<file path="src/pkg/ict_pkg.sv">
// package: opcodes, timing counts, status word layout for the channel engine
package ict_pkg;

  // --------------------------------------------------------------------
  // instruction opcodes (block-level encoding)
  // --------------------------------------------------------------------
  localparam logic [4:0] OP_NO_OPERATION      = 5'h00;
  localparam logic [4:0] OP_HALT              = 5'h01;
  localparam logic [4:0] OP_INTERRUPT_REQUEST = 5'h02;
  localparam logic [4:0] OP_SET_WIDTHS        = 5'h03;
  localparam logic [4:0] OP_JUMP_WORD_NZ      = 5'h04;
  localparam logic [4:0] OP_JUMP_WORD_Z       = 5'h05;
  localparam logic [4:0] OP_JUMP_BYTE_NZ      = 5'h06;
  localparam logic [4:0] OP_JUMP_BIT_CLEAR    = 5'h07;
  localparam logic [4:0] OP_JUMP_MCE          = 5'h08;
  localparam logic [4:0] OP_LONG_JUMP_MCNE    = 5'h09;
  localparam logic [4:0] OP_AND_REG_MEM       = 5'h0A;
  localparam logic [4:0] OP_AND_MEM_REG       = 5'h0B;
  localparam logic [4:0] OP_CALL              = 5'h0C;
  localparam logic [4:0] OP_TEST_AND_SET      = 5'h0D;
  localparam logic [4:0] OP_JUMP              = 5'h0E;

  // --------------------------------------------------------------------
  // execution clock counts
  // --------------------------------------------------------------------
  localparam logic [5:0] CLK_NO_OPERATION = 6'h04;
  localparam logic [5:0] CLK_HALT         = 6'h0B;
  localparam logic [5:0] CLK_INTR_REQ     = 6'h04;
  localparam logic [5:0] CLK_SET_WIDTHS   = 6'h04;
  localparam logic [5:0] CLK_JUMP_REG     = 6'h05;
  localparam logic [5:0] CLK_JUMP_MEM_S   = 6'h0C;
  localparam logic [5:0] CLK_JUMP_MEM_L   = 6'h10;
  localparam logic [5:0] CLK_JUMP_BYTE    = 6'h0C;
  localparam logic [5:0] CLK_JUMP_BIT     = 6'h0E;
  localparam logic [5:0] CLK_JUMP_MC      = 6'h0E;
  localparam logic [5:0] CLK_AND_RM_S     = 6'h0B;
  localparam logic [5:0] CLK_AND_RM_L     = 6'h0F;
  localparam logic [5:0] CLK_AND_MR_S     = 6'h10;
  localparam logic [5:0] CLK_AND_MR_L     = 6'h1A;
  localparam logic [5:0] CLK_CALL_S       = 6'h11;
  localparam logic [5:0] CLK_CALL_L       = 6'h17;
  localparam logic [5:0] CLK_TSL_NZ       = 6'h0E;
  localparam logic [5:0] CLK_TSL_Z        = 6'h10;
  localparam logic [5:0] CLK_JUMP         = 6'h03;

  // --------------------------------------------------------------------
  // channel status word fields and reset value
  // --------------------------------------------------------------------
  localparam int         SW_SRC_WIDTH_BIT = 0;
  localparam int         SW_DST_WIDTH_BIT = 1;
  localparam int         SW_INT_CTRL_BIT  = 2;
  localparam int         SW_INT_SVC_BIT   = 3;
  localparam logic [7:0] SW_RESET         = 8'h00;
  localparam logic [23:0] TP_RESET        = 24'h000000;

  // engine states
  typedef enum logic [1:0] {
    ICT_IDLE,
    ICT_FETCH,
    ICT_EXEC,
    ICT_DONE
  } ict_state_t;

endpackage

</file>
<file path="src/ict_channel.sv">
// channel instruction executor with per-instruction execution timing
`timescale 1ns/100ps
`default_nettype none

// Behaviour
// - interrupt request sets service bit, raises output
// - control bit clear: service bit only
// - no-operation only steps the pointer to the next address, just waits
// - halt clears busy, idles, 11 clocks
// - aligned 16-bit word short, else long; call ignores bus width
// - total time is fetch plus execution
// - bus stalls lengthen elapsed time
// - bit select 0 is LSB, 7 MSB
// - call saves next address, 24 bits
// - test-and-set writes only when zero
// - short target: signed byte displacement
// - long target: signed 16-bit displacement
// - width operands only 8 or 16
// - source operand never modified
// - destination receives operation result
// - masked compare equal jump 14 clocks
// - word nonzero jump 5 or 12/16
// - word zero jump 5 or 12/16
// - byte nonzero jump 12 clocks
// - bit clear jump 14 clocks
// - long masked compare not equal 14
// - word and: 11/15 or 16/26 clocks
// - no-operation takes 4 clocks
module ict_channel (
  // clock and reset
  input  wire logic        clk,
  input  wire logic        rst_b,
  // instruction issue from fetch unit
  input  wire logic        issue_valid,
  input  wire logic [4:0]  issue_opcode,
  input  wire logic [5:0]  fetch_clocks,
  input  wire logic        operand_is_reg,
  input  wire logic        operand_odd,
  input  wire logic        bus_is_8bit,
  input  wire logic        long_form,
  input  wire logic [15:0] displacement,
  input  wire logic [2:0]  bit_select,
  input  wire logic [4:0]  width_code,
  input  wire logic [2:0]  instr_length,
  // operand values
  input  wire logic [15:0] src_value,
  input  wire logic [15:0] dst_value,
  input  wire logic [15:0] mask_compare,
  input  wire logic [7:0]  set_value,
  input  wire logic        int_control_in,
  input  wire logic        int_control_we,
  // bus handshake from system bus (other domain, synchronised)
  input  wire logic        bus_grant,
  input  wire logic        mem_ready,
  // result outputs
  output logic             issue_ready,
  output logic             busy,
  output logic             channel_interrupt_request,
  output logic [7:0]       channel_status_word,
  output logic [23:0]      task_pointer,
  output logic [23:0]      return_address_save,
  output logic             save_we,
  output logic [15:0]      result_value,
  output logic             result_we,
  output logic             width_error,
  output logic             instr_done,
  output logic [6:0]       instr_total_clocks
);

  // --------------------------------------------------------------------
  // state record
  // --------------------------------------------------------------------
  typedef struct packed {
    ict_pkg::ict_state_t st;          // engine state
    logic [1:0]  gnt_sync;            // grant synchroniser
    logic [1:0]  rdy_sync;            // ready synchroniser
    logic [5:0]  fetch_left;          // fetch clocks remaining
    logic [5:0]  exec_left;           // execution clocks remaining
    logic [6:0]  elapsed;             // clocks spent on this instruction
    logic [4:0]  op;                  // latched opcode
    logic        taken;               // transfer decision
    logic [23:0] tp;                  // task pointer
    logic [23:0] tp_next;             // next sequential address
    logic [15:0] disp;                // latched displacement
    logic        lng;                 // long form flag
    logic [7:0]  sw;                  // channel status word
    logic        busy;                // program running
    logic        irq;                 // interrupt output
    logic        ready;               // accepts issue
    logic [23:0] save;                // return address out
    logic        save_we;             // save strobe
    logic [15:0] res;                 // result value
    logic        res_we;              // result strobe
    logic        werr;                // width operand rejected
    logic        done;                // completion pulse
    logic [6:0]  total;               // elapsed clocks reported
  } ict_regs_t;

  // one record holds every flop of the block
  ict_regs_t r;        // registered state
  ict_regs_t next_r;   // next state

  // --------------------------------------------------------------------
  // helpers
  // --------------------------------------------------------------------
  // pick short or long count from word alignment and bus width
  function automatic logic [5:0] word_clocks(input logic odd,
                                             input logic narrow,
                                             input logic [5:0] s,
                                             input logic [5:0] l);
    word_clocks = (odd || narrow) ? l : s;
  endfunction

  // sign extend a short or long displacement onto the pointer width
  function automatic logic [23:0] sext_disp(input logic lf,
                                            input logic [15:0] d);
    if (lf) begin
      sext_disp = {{8{d[15]}}, d};
    end else begin
      sext_disp = {{16{d[7]}}, d[7:0]};
    end
  endfunction

  // execution count for an opcode
  // unknown opcodes fall back to no-operation
  function automatic logic [5:0] exec_clocks(input logic [4:0] op,
                                             input logic is_reg,
                                             input logic odd,
                                             input logic narrow,
                                             input logic dzero);
    case (op)
      ict_pkg::OP_NO_OPERATION:      exec_clocks = ict_pkg::CLK_NO_OPERATION;
      ict_pkg::OP_HALT:              exec_clocks = ict_pkg::CLK_HALT;
      ict_pkg::OP_INTERRUPT_REQUEST: exec_clocks = ict_pkg::CLK_INTR_REQ;
      ict_pkg::OP_SET_WIDTHS:        exec_clocks = ict_pkg::CLK_SET_WIDTHS;
      ict_pkg::OP_JUMP_WORD_NZ,
      ict_pkg::OP_JUMP_WORD_Z:       exec_clocks = is_reg ?
          ict_pkg::CLK_JUMP_REG :
          word_clocks(odd, narrow, ict_pkg::CLK_JUMP_MEM_S,
                      ict_pkg::CLK_JUMP_MEM_L);
      ict_pkg::OP_JUMP_BYTE_NZ:      exec_clocks = ict_pkg::CLK_JUMP_BYTE;
      ict_pkg::OP_JUMP_BIT_CLEAR:    exec_clocks = ict_pkg::CLK_JUMP_BIT;
      ict_pkg::OP_JUMP_MCE:          exec_clocks = ict_pkg::CLK_JUMP_MC;
      ict_pkg::OP_LONG_JUMP_MCNE:    exec_clocks = ict_pkg::CLK_JUMP_MC;
      ict_pkg::OP_AND_REG_MEM:       exec_clocks = word_clocks(odd, narrow,
          ict_pkg::CLK_AND_RM_S, ict_pkg::CLK_AND_RM_L);
      ict_pkg::OP_AND_MEM_REG:       exec_clocks = word_clocks(odd, narrow,
          ict_pkg::CLK_AND_MR_S, ict_pkg::CLK_AND_MR_L);
      ict_pkg::OP_CALL:              exec_clocks = word_clocks(odd, 1'b0,
          ict_pkg::CLK_CALL_S, ict_pkg::CLK_CALL_L);
      ict_pkg::OP_TEST_AND_SET:      exec_clocks = dzero ?
          ict_pkg::CLK_TSL_Z : ict_pkg::CLK_TSL_NZ;
      ict_pkg::OP_JUMP:              exec_clocks = ict_pkg::CLK_JUMP;
      default:                       exec_clocks = ict_pkg::CLK_NO_OPERATION;
    endcase
  endfunction

  // --------------------------------------------------------------------
  // next-state logic
  // --------------------------------------------------------------------
  // masked compare: upper byte masks lower byte against source byte
  logic mc_equal;
  // stall: grant or ready still withheld
  logic stall;
  // width_ok: no stray low code bits
  logic width_ok;
  always_comb begin
    mc_equal = ((src_value[7:0] ^ mask_compare[7:0]) &
                mask_compare[15:8]) == 8'h00;
    stall    = !(r.gnt_sync[1] && r.rdy_sync[1]);
    // width code: bit4 source is 16, bit3 dest is 16, low bits must be 0
    width_ok = (width_code[2:0] == 3'h0);
  end

  always_comb begin
    next_r          = r;
    // two-flop synchronisers for the bus pins
    next_r.gnt_sync = {r.gnt_sync[0], bus_grant};
    next_r.rdy_sync = {r.rdy_sync[0], mem_ready};
    // strobes fall back low each cycle
    next_r.save_we  = 1'b0;
    next_r.res_we   = 1'b0;
    next_r.done     = 1'b0;
    // software control of the interrupt enable bit
    if (int_control_we) begin
      next_r.sw[ict_pkg::SW_INT_CTRL_BIT] = int_control_in;
      if (!int_control_in) begin
        next_r.irq = 1'b0;
      end
    end
    case (r.st)
      // waiting for an instruction from the fetch unit
      ict_pkg::ICT_IDLE: begin
        if (issue_valid && r.ready) begin
          next_r.op      = issue_opcode;
          next_r.busy    = 1'b1;
          next_r.ready   = 1'b0;
          next_r.disp    = displacement;
          next_r.lng     = long_form;
          // next sequential address
          next_r.tp_next = r.tp + {21'h000000, instr_length};
          next_r.fetch_left = fetch_clocks;
          // execution count fixed at issue
          next_r.exec_left  = exec_clocks(issue_opcode, operand_is_reg,
                                          operand_odd, bus_is_8bit,
                                          dst_value[7:0] == 8'h00);
          next_r.elapsed = 7'h00;
          next_r.st      = ict_pkg::ICT_FETCH;
          // transfer and data decisions taken from the operand values
          case (issue_opcode)
            ict_pkg::OP_JUMP_WORD_NZ:   next_r.taken = src_value != 16'h0000;
            ict_pkg::OP_JUMP_WORD_Z:    next_r.taken = src_value == 16'h0000;
            ict_pkg::OP_JUMP_BYTE_NZ:   next_r.taken = src_value[7:0] != 8'h00;
            ict_pkg::OP_JUMP_BIT_CLEAR: next_r.taken =
                !src_value[bit_select];
            ict_pkg::OP_JUMP_MCE:       next_r.taken = mc_equal;
            ict_pkg::OP_LONG_JUMP_MCNE: begin
              next_r.taken = !mc_equal;
              next_r.lng   = 1'b1;
            end
            ict_pkg::OP_JUMP, ict_pkg::OP_CALL: next_r.taken = 1'b1;
            ict_pkg::OP_TEST_AND_SET:   next_r.taken = dst_value[7:0] != 8'h00;
            default:                    next_r.taken = 1'b0;
          endcase
        end
      end
      // fetch clocks run before execution counting starts
      ict_pkg::ICT_FETCH: begin
        // elapsed grows while stalled too
        if (!stall) begin
          next_r.elapsed = r.elapsed + 7'h01;
          if (r.fetch_left <= 6'h01) begin
            next_r.st = ict_pkg::ICT_EXEC;
          end
          next_r.fetch_left = r.fetch_left - 6'h01;
        end else begin
          next_r.elapsed = r.elapsed + 7'h01;
        end
      end
      // execution clocks, held while the bus is withheld
      ict_pkg::ICT_EXEC: begin
        // elapsed counts every clock; execution count only when the bus moves
        next_r.elapsed = r.elapsed + 7'h01;
        if (!stall) begin
          next_r.exec_left = r.exec_left - 6'h01;
          if (r.exec_left <= 6'h01) begin
            next_r.st = ict_pkg::ICT_DONE;
          end
        end
      end
      // retire: apply the instruction effect
      ict_pkg::ICT_DONE: begin
        next_r.done  = 1'b1;
        next_r.total = r.elapsed;
        next_r.ready = 1'b1;
        next_r.st    = ict_pkg::ICT_IDLE;
        // taken transfers add the offset
        next_r.tp    = r.taken ? r.tp_next + sext_disp(r.lng, r.disp)
                               : r.tp_next;
        // per-opcode retirement effects
        case (r.op)
          ict_pkg::OP_NO_OPERATION: begin
            next_r.tp = r.tp_next;
          end
          // halt keeps the pointer in place
          ict_pkg::OP_HALT: begin
            next_r.busy = 1'b0;
            next_r.tp   = r.tp;
          end
          ict_pkg::OP_INTERRUPT_REQUEST: begin
            next_r.sw[ict_pkg::SW_INT_SVC_BIT] = 1'b1;
            next_r.irq = r.sw[ict_pkg::SW_INT_CTRL_BIT];
          end
          ict_pkg::OP_SET_WIDTHS: begin
            if (width_ok) begin
              next_r.sw[ict_pkg::SW_SRC_WIDTH_BIT] = width_code[4];
              next_r.sw[ict_pkg::SW_DST_WIDTH_BIT] = width_code[3];
              next_r.werr = 1'b0;
            end else begin
              next_r.werr = 1'b1;
            end
          end
          ict_pkg::OP_AND_REG_MEM, ict_pkg::OP_AND_MEM_REG: begin
            // source is read only; result replaces destination
            next_r.res    = dst_value & src_value;
            next_r.res_we = 1'b1;
          end
          ict_pkg::OP_CALL: begin
            next_r.save    = r.tp_next;
            next_r.save_we = 1'b1;
          end
          ict_pkg::OP_TEST_AND_SET: begin
            if (!r.taken) begin
              next_r.res    = {8'h00, set_value};
              next_r.res_we = 1'b1;
            end
          end
          default: begin
          end
        endcase
      end
      // unused state code returns to idle
      default: next_r.st = ict_pkg::ICT_IDLE;
    endcase
  end

  // --------------------------------------------------------------------
  // state register
  // --------------------------------------------------------------------
  // reset: idle, ready, status cleared
  always_ff @(posedge clk or negedge rst_b) begin
    if (!rst_b) begin
      r       <= '0;
      r.st    <= ict_pkg::ICT_IDLE;
      r.sw    <= ict_pkg::SW_RESET;
      r.tp    <= ict_pkg::TP_RESET;
      r.ready <= 1'b1;
    end else begin
      r <= next_r;
    end
  end

  // --------------------------------------------------------------------
  // outputs straight from the state record
  // --------------------------------------------------------------------
  // no logic between flops and pins
  assign issue_ready               = r.ready;
  assign busy                      = r.busy;
  assign channel_interrupt_request = r.irq;
  assign channel_status_word       = r.sw;
  assign task_pointer              = r.tp;
  assign return_address_save       = r.save;
  assign save_we                   = r.save_we;
  assign result_value              = r.res;
  assign result_we                 = r.res_we;
  assign width_error               = r.werr;
  assign instr_done                = r.done;
  assign instr_total_clocks        = r.total;

endmodule

`default_nettype wire
</file>
<file path="config.mk">
export PLATFORM = sky130hd
export DESIGN_NAME = ict_channel
export DESIGN_NICKNAME = d
export VERILOG_FILES = /design/src/pkg/ict_pkg.sv /design/src/ict_channel.sv
export SDC_FILE = /design/constraint.sdc
export NUM_CORES = 1
export LEC_CHECK = 0
export ABC_AREA = 1
export BUFFER_PORTS_ARGS = -buffer_cell sky130_fd_sc_hd__buf_2
export CAP_MARGIN = 20
export CORE_ASPECT_RATIO = 2
export CORE_UTILIZATION = 30
export CTS_BUF_LIST = sky130_fd_sc_hd__clkbuf_16
export CTS_CLUSTER_DIAMETER = 150
export DETAILED_ROUTE_END_ITERATION = 7
export HOLD_SLACK_MARGIN = 0.06
export SLEW_MARGIN = 20
export SYNTH_ARGS = -nofsm -noshare
export SYNTH_HDL_FRONTEND = slang
export SYNTH_SLANG_ARGS = --single-unit
</file>
<file path="constraint.sdc">
create_clock -name clk -period 2.35 [get_ports clk]
set_input_delay 0.47 -clock clk [delete_from_list [all_inputs] [get_ports clk]]
set_output_delay 0.47 -clock clk [all_outputs]
set_load 0.02 [all_outputs]
</file>
; ---- Word-level counts from Yosys, hierarchy flattened
; Index checks and enable logic that the tools add are counted.
[word_totals]
in_bits = 105
out_inout_bits = 86
regBits = 154
word_cells = 145
[op_classes]
order_cmp = 3
bitwise = 4
reduce_logical = 37
n_mux = 42
n_addsub = 5
eq_ne = 29
[op_table]
columns = op, n
row1 = 24-bit 2-to-1 mux, 3
row2 = "5-bit by 4-bit equality test with 1-bit output, second input constant", 11
row3 = 24-bit one-hot mux with 2 select lines, 1
row4 = 5-bit one-hot mux with 9 select lines, 1
row5 = 17-bit one-hot mux with 2 select lines, 1
row6 = 27-bit 2-to-1 mux, 1
row7 = 25-bit 2-to-1 mux, 1
row8 = 24-bit adder, 1
row9 = 24-bit by 3-bit adder with 24-bit output, 1
row10 = 6-bit one-hot mux with 2 select lines, 2
row11 = "5-bit by 3-bit equality test with 1-bit output, second input constant", 4
row12 = 17-bit 2-to-1 mux, 1
row13 = 16-bit AND, 1
row14 = 16-bit logical NOT, 1
row15 = 8-bit logical NOT, 2
row16 = 16-bit nonzero test, 1
row17 = 8-bit nonzero test, 2
row18 = 5-bit 2-to-1 mux, 3
row19 = 3-bit AND reduction, 5
row20 = 7-bit one-hot mux with 2 select lines, 1
row21 = 2-bit AND reduction, 7
row22 = "6-bit by 1-bit less-or-equal comparator with 1-bit output, second input constant", 2
row23 = 1-bit 2-to-1 mux, 12
row24 = 6-bit 2-to-1 mux, 2
row25 = other kinds (29), 53

; ---- Longest topological paths before layout
[depth]
ltp_word = 7
ltp_mapped = 17

; ---- Worst setup path after synthesis
; No wires, ideal clock.
[synth_timing]
path_type = reg-to-reg
from = register r[62] (netlist name)
to = register r, in the netlist task_pointer[21]
path_slack_ns = 0.239
stages_incl_launch_ff = 15
arrival_ns = 1.995
t_required_ns = 2.234
setup_ns = 0.116
cell_sequence = dfrtp_1 > buf_2 > inv_1 > nand2_1 > nand2_1 > ha_1 > nand2_1 > nor2_1 > nand2_1 > nor2_1 > nand2_1 > nand4_1 > nand3_1 > nand2_1 > nand2_1
[synth_via]
elab_chain_len = 5
[synth_lines]
columns = element, line
row1 = start: declaration, ict_channel.sv:100  ; ict_regs_t r;
row2 = start signal: assignment, ict_channel.sv:319  ; r <= next_r;
row3 = 24-bit 2-to-1 mux, ict_channel.sv:117  ; if (lf) begin
row4 = 24-bit 2-to-1 mux, ict_channel.sv:191  ; case (r.st)
row5 = 24-bit adder, ict_channel.sv:258  ; next_r.tp = r.taken ? r.tp_next + sext_disp(r.lng, r.disp)
row6 = 24-bit 2-to-1 mux, ict_channel.sv:258
row7 = 24-bit one-hot mux with 2 select lines, ict_channel.sv:261  ; case (r.op)
; Every way passes these cells. The select of a mux whose other input is x is not followed.
; A chain may end at the register's enable or synchronous reset.

; ---- Worst setup path in the final report
[layout_timing]
from = register r[62] (netlist name)
to = register r, in the netlist task_pointer[10]
; Same word-level chain as after synthesis.

==> results.cfg <==
[status]
status = finished clean

[cts]
cts_root_buffer = clkbuf_16
cts_sinks = 154
cts_setup_buffers = 0
cts.path.max_buffers = 2
clk_pin_slew_worst_paths_ns = 0.08
cts.htree.levels = 4
cts_tree = yes
cts_buffers = 17
clk-insertion-delay-late_ns = 0.46

[placement]
dpl.hpwl_um = 28900
place_congestion = 0.918
portBuffers = 186

[global_routing]
grt_usage_pct = 21.0
grt_pass1_vias = 10100
grt_pass1_wl_um = 55000
grt_overflow = 0
grt_max_degree = 55
antenna_found_initial = 2

[critical_path]
cp.required_ns = 2.73
cp-end-kind = flop
rr_worst_depth = 15
path_buf_inv = 4
crit_arrival_ns = 2.61
worstSetupPathType = reg2reg
crit_top_cell = nand2_1
critPathLaunchType = flop
cp_num_cells = 15
critical-path-top-delay-family = simple AND/OR/NAND/NOR gates
critPathMaxStageDelay_ns = 0.38
slowest_stage = dfrtp_1
path_cells = buf_4 -> nand2_1 -> nand2_1 -> ha_1 -> nand2_1 -> inv_1 -> nand2_1 -> nand2_1 -> inv_1 -> nand3_1 -> nand2_1 -> inv_1 -> o21ai_0 -> nand2_1 -> o21ai_1
cp_max_fo = 8

[routing]
wl_met2_um = 20100
drt-wirelength-per-cell_um = 17.3
drt-initial-drc-count = 407
drc = 0
routed_wirelength_um = 35900
drtAntennaViolNets = 0
firstDrtPassIters = 4
num_vias = 9831
top_layer = met5
avgViaCountPerCell = 4.75
wl_met1_um = 11800
wl_met3_um = 1180

[timing]
maxSlewViolCount = 0
setup_tns_ns = 0
max_freq_mhz = 448
skew_ns = 0.0123
slew-limit-headroom_pct = 55.4
rsz0062_at_grt = true
fin_crit_sh_pct = 94.9
tightest_slew_ns = 0.668
hold_viol_final = 0
setup_viol = 0
fin_crit_ns = 2.23

[finish]
drive_gt1_share_pct = 21.4
nets = 1763
syn2layout_area_growth_pct = 20.2
fin_util_pct = 36.7

[die]
rows = 95
coreArea_um2 = 33800
die_y_um = 264
ios = 191
die_w_um = 133
initial_utilization_pct = 30.5
die-area_um2 = 35100

[synth]
ys_ff_latch = 154
synth_ff_type = dfrtp_1
synth_edf_count = 0
yosysWarnings = 0
syn_avg_cell_area_um2 = 7.10
yosysTopAreaCellShare_pct = 37.2
synth.cell_area_um2 = 10300
synth_area_leaders = dfrtp_1 37%, nand2_1 16%, inv_1 6.6%, buf_4 6.0%, nand3_1 5.5%
async_reset_ff_share_pct = 100
synth_cells = 1450
synth.most_common_cell = nand2_1
synth_seq_area_share_pct = 37.4
synth_area_leader_cell = dfrtp_1
synth_cell_types = 50
synthTopCellsByCount = 430 x nand2_1, 180 x inv_1, 153 x dfrtp_1, 146 x nor2_1, 114 x nand3_1

[worst_hold_path]
min-delay-path-class = in2reg
holdPathStages = 1

[flow_run]
drv_cap = 0

[power_and_ir_drop]
ir_drop_uv = 609
leakagePower_nw = 6.64
power.total_mw = 17.3
p_per_area_nw_per_um2 = 1390
-- where the power goes --
group / internal (mW) / switching (mW) / leakage [nW]
sequential: 3.77 / 1.09 / 1.94
clock: 1.43 / 1.39 / 0.289
combinational: 3.52 / 6.07 / 4.41
total: 8.72 / 8.54 / 6.64
-- layer usage --
layer | vias up | GRT usage, %
met1 | 4579 | 18.8
met3 | 90 | 2.86
li1 | 4890 | -
met5 | - | 0
met4 | 2 | 15.9
met2 | 270 | 41.4
-- through the flow --
stage / setup slack (ns) / hold WS, ns / cells / area (um2)
after detailed placement: -0.0406 / 0.336 / 2036 / 11600
after CTS: 0.0212 / 0.0943 / 2069 / 12200
after global routing: -0.0456 / 0.0987 / 2070 / 12400
after global placement: -0.0163 / 0.332 / 2036 / 11600
after floorplan: 0.239 / 0.174 / 1453 / 10300
final: 0.120 / 0.113 / 2071 / 12400
-- area by class of cell --
type | instances | area, um2
Multi-Input combinational cell | 1007 | 5160
Clock buffer | 17 | 425
Inverter | 184 | 691
Fill cell | 3670 | 21400
Sequential cell | 154 | 3850
Antenna cell | 2 | 5.00
Timing Repair Buffer | 256 | 1530
Tap cell | 436 | 546
Clock inverter | 15 | 173
-- worst register-to-register path, delay by kind of cell, from the launching register on --
kind | cells | cell delay [ns]
AOI/OAI and AO/OA | 2 | 0.35
adders and majority gates | 1 | 0.34
buffers and inverters | 4 | 0.33
DFF | 1 | 0.38
and+or+nand+nor | 8 | 0.77
-- registers in the layout, summed over array words and instances (netlist names) --
name                       flops
busy                           1
result_value                  16
issue_ready                    1
task_pointer                  24
instr_done                     1
r                             70
width_error                    1
instr_total_clocks             7
save_we                        1
channel_interrupt_request      1
next_r                         2
channel_status_word            4
result_we                      1
return_address_save           24
-- cells in the final DEF (no fill, tap or decap), drive strengths merged, types with 8 or more instances in the layout --
master and instances:
a21oi 71, a31oi 8, buf 255, clkbuf 17, dfrtp 153, ha 36
inv 191, mux2 16, nand2 438, nand3 114, nand3b 10, nand4 19
nor2 151, nor3 15, o21ai 70, xor2 19
-- kinds of logic after synthesis --
family,share of synthesized area [%]
AO/OA/AOI/OAI,8.84
other,0.0364
flip-flops,37.4
multiplexers,1.75
buffers and inverters,14.0
adder cells (fa/ha/maj),4.76
AND/OR/NAND/NOR,31.2
XOR/XNOR,2.04
-- worst paths after layout --
check,start,end,slack (ns)
min reg2reg,next_r[153],r[153],0.35
max reg2reg,r[62],task_pointer[10],0.12
max in group asynchronous,rst_b,issue_ready,1.10
min,bus_grant,next_r[155],0.11
min in group asynchronous,rst_b,return_address_save[7],0.56
max,r[62],task_pointer[10],0.12
-- repair_timing --
item | 4_1_cts | 5_1_grt
endpoints found under the setup margin | 2 | 12
gates cloned | 0 | 0
hold endpoints to repair | 48 | 0
gates resized for setup | 2 | 26
hold buffers | 1 | 0
pin swaps | 0 | 0
(Power assumes the default switching activity.)
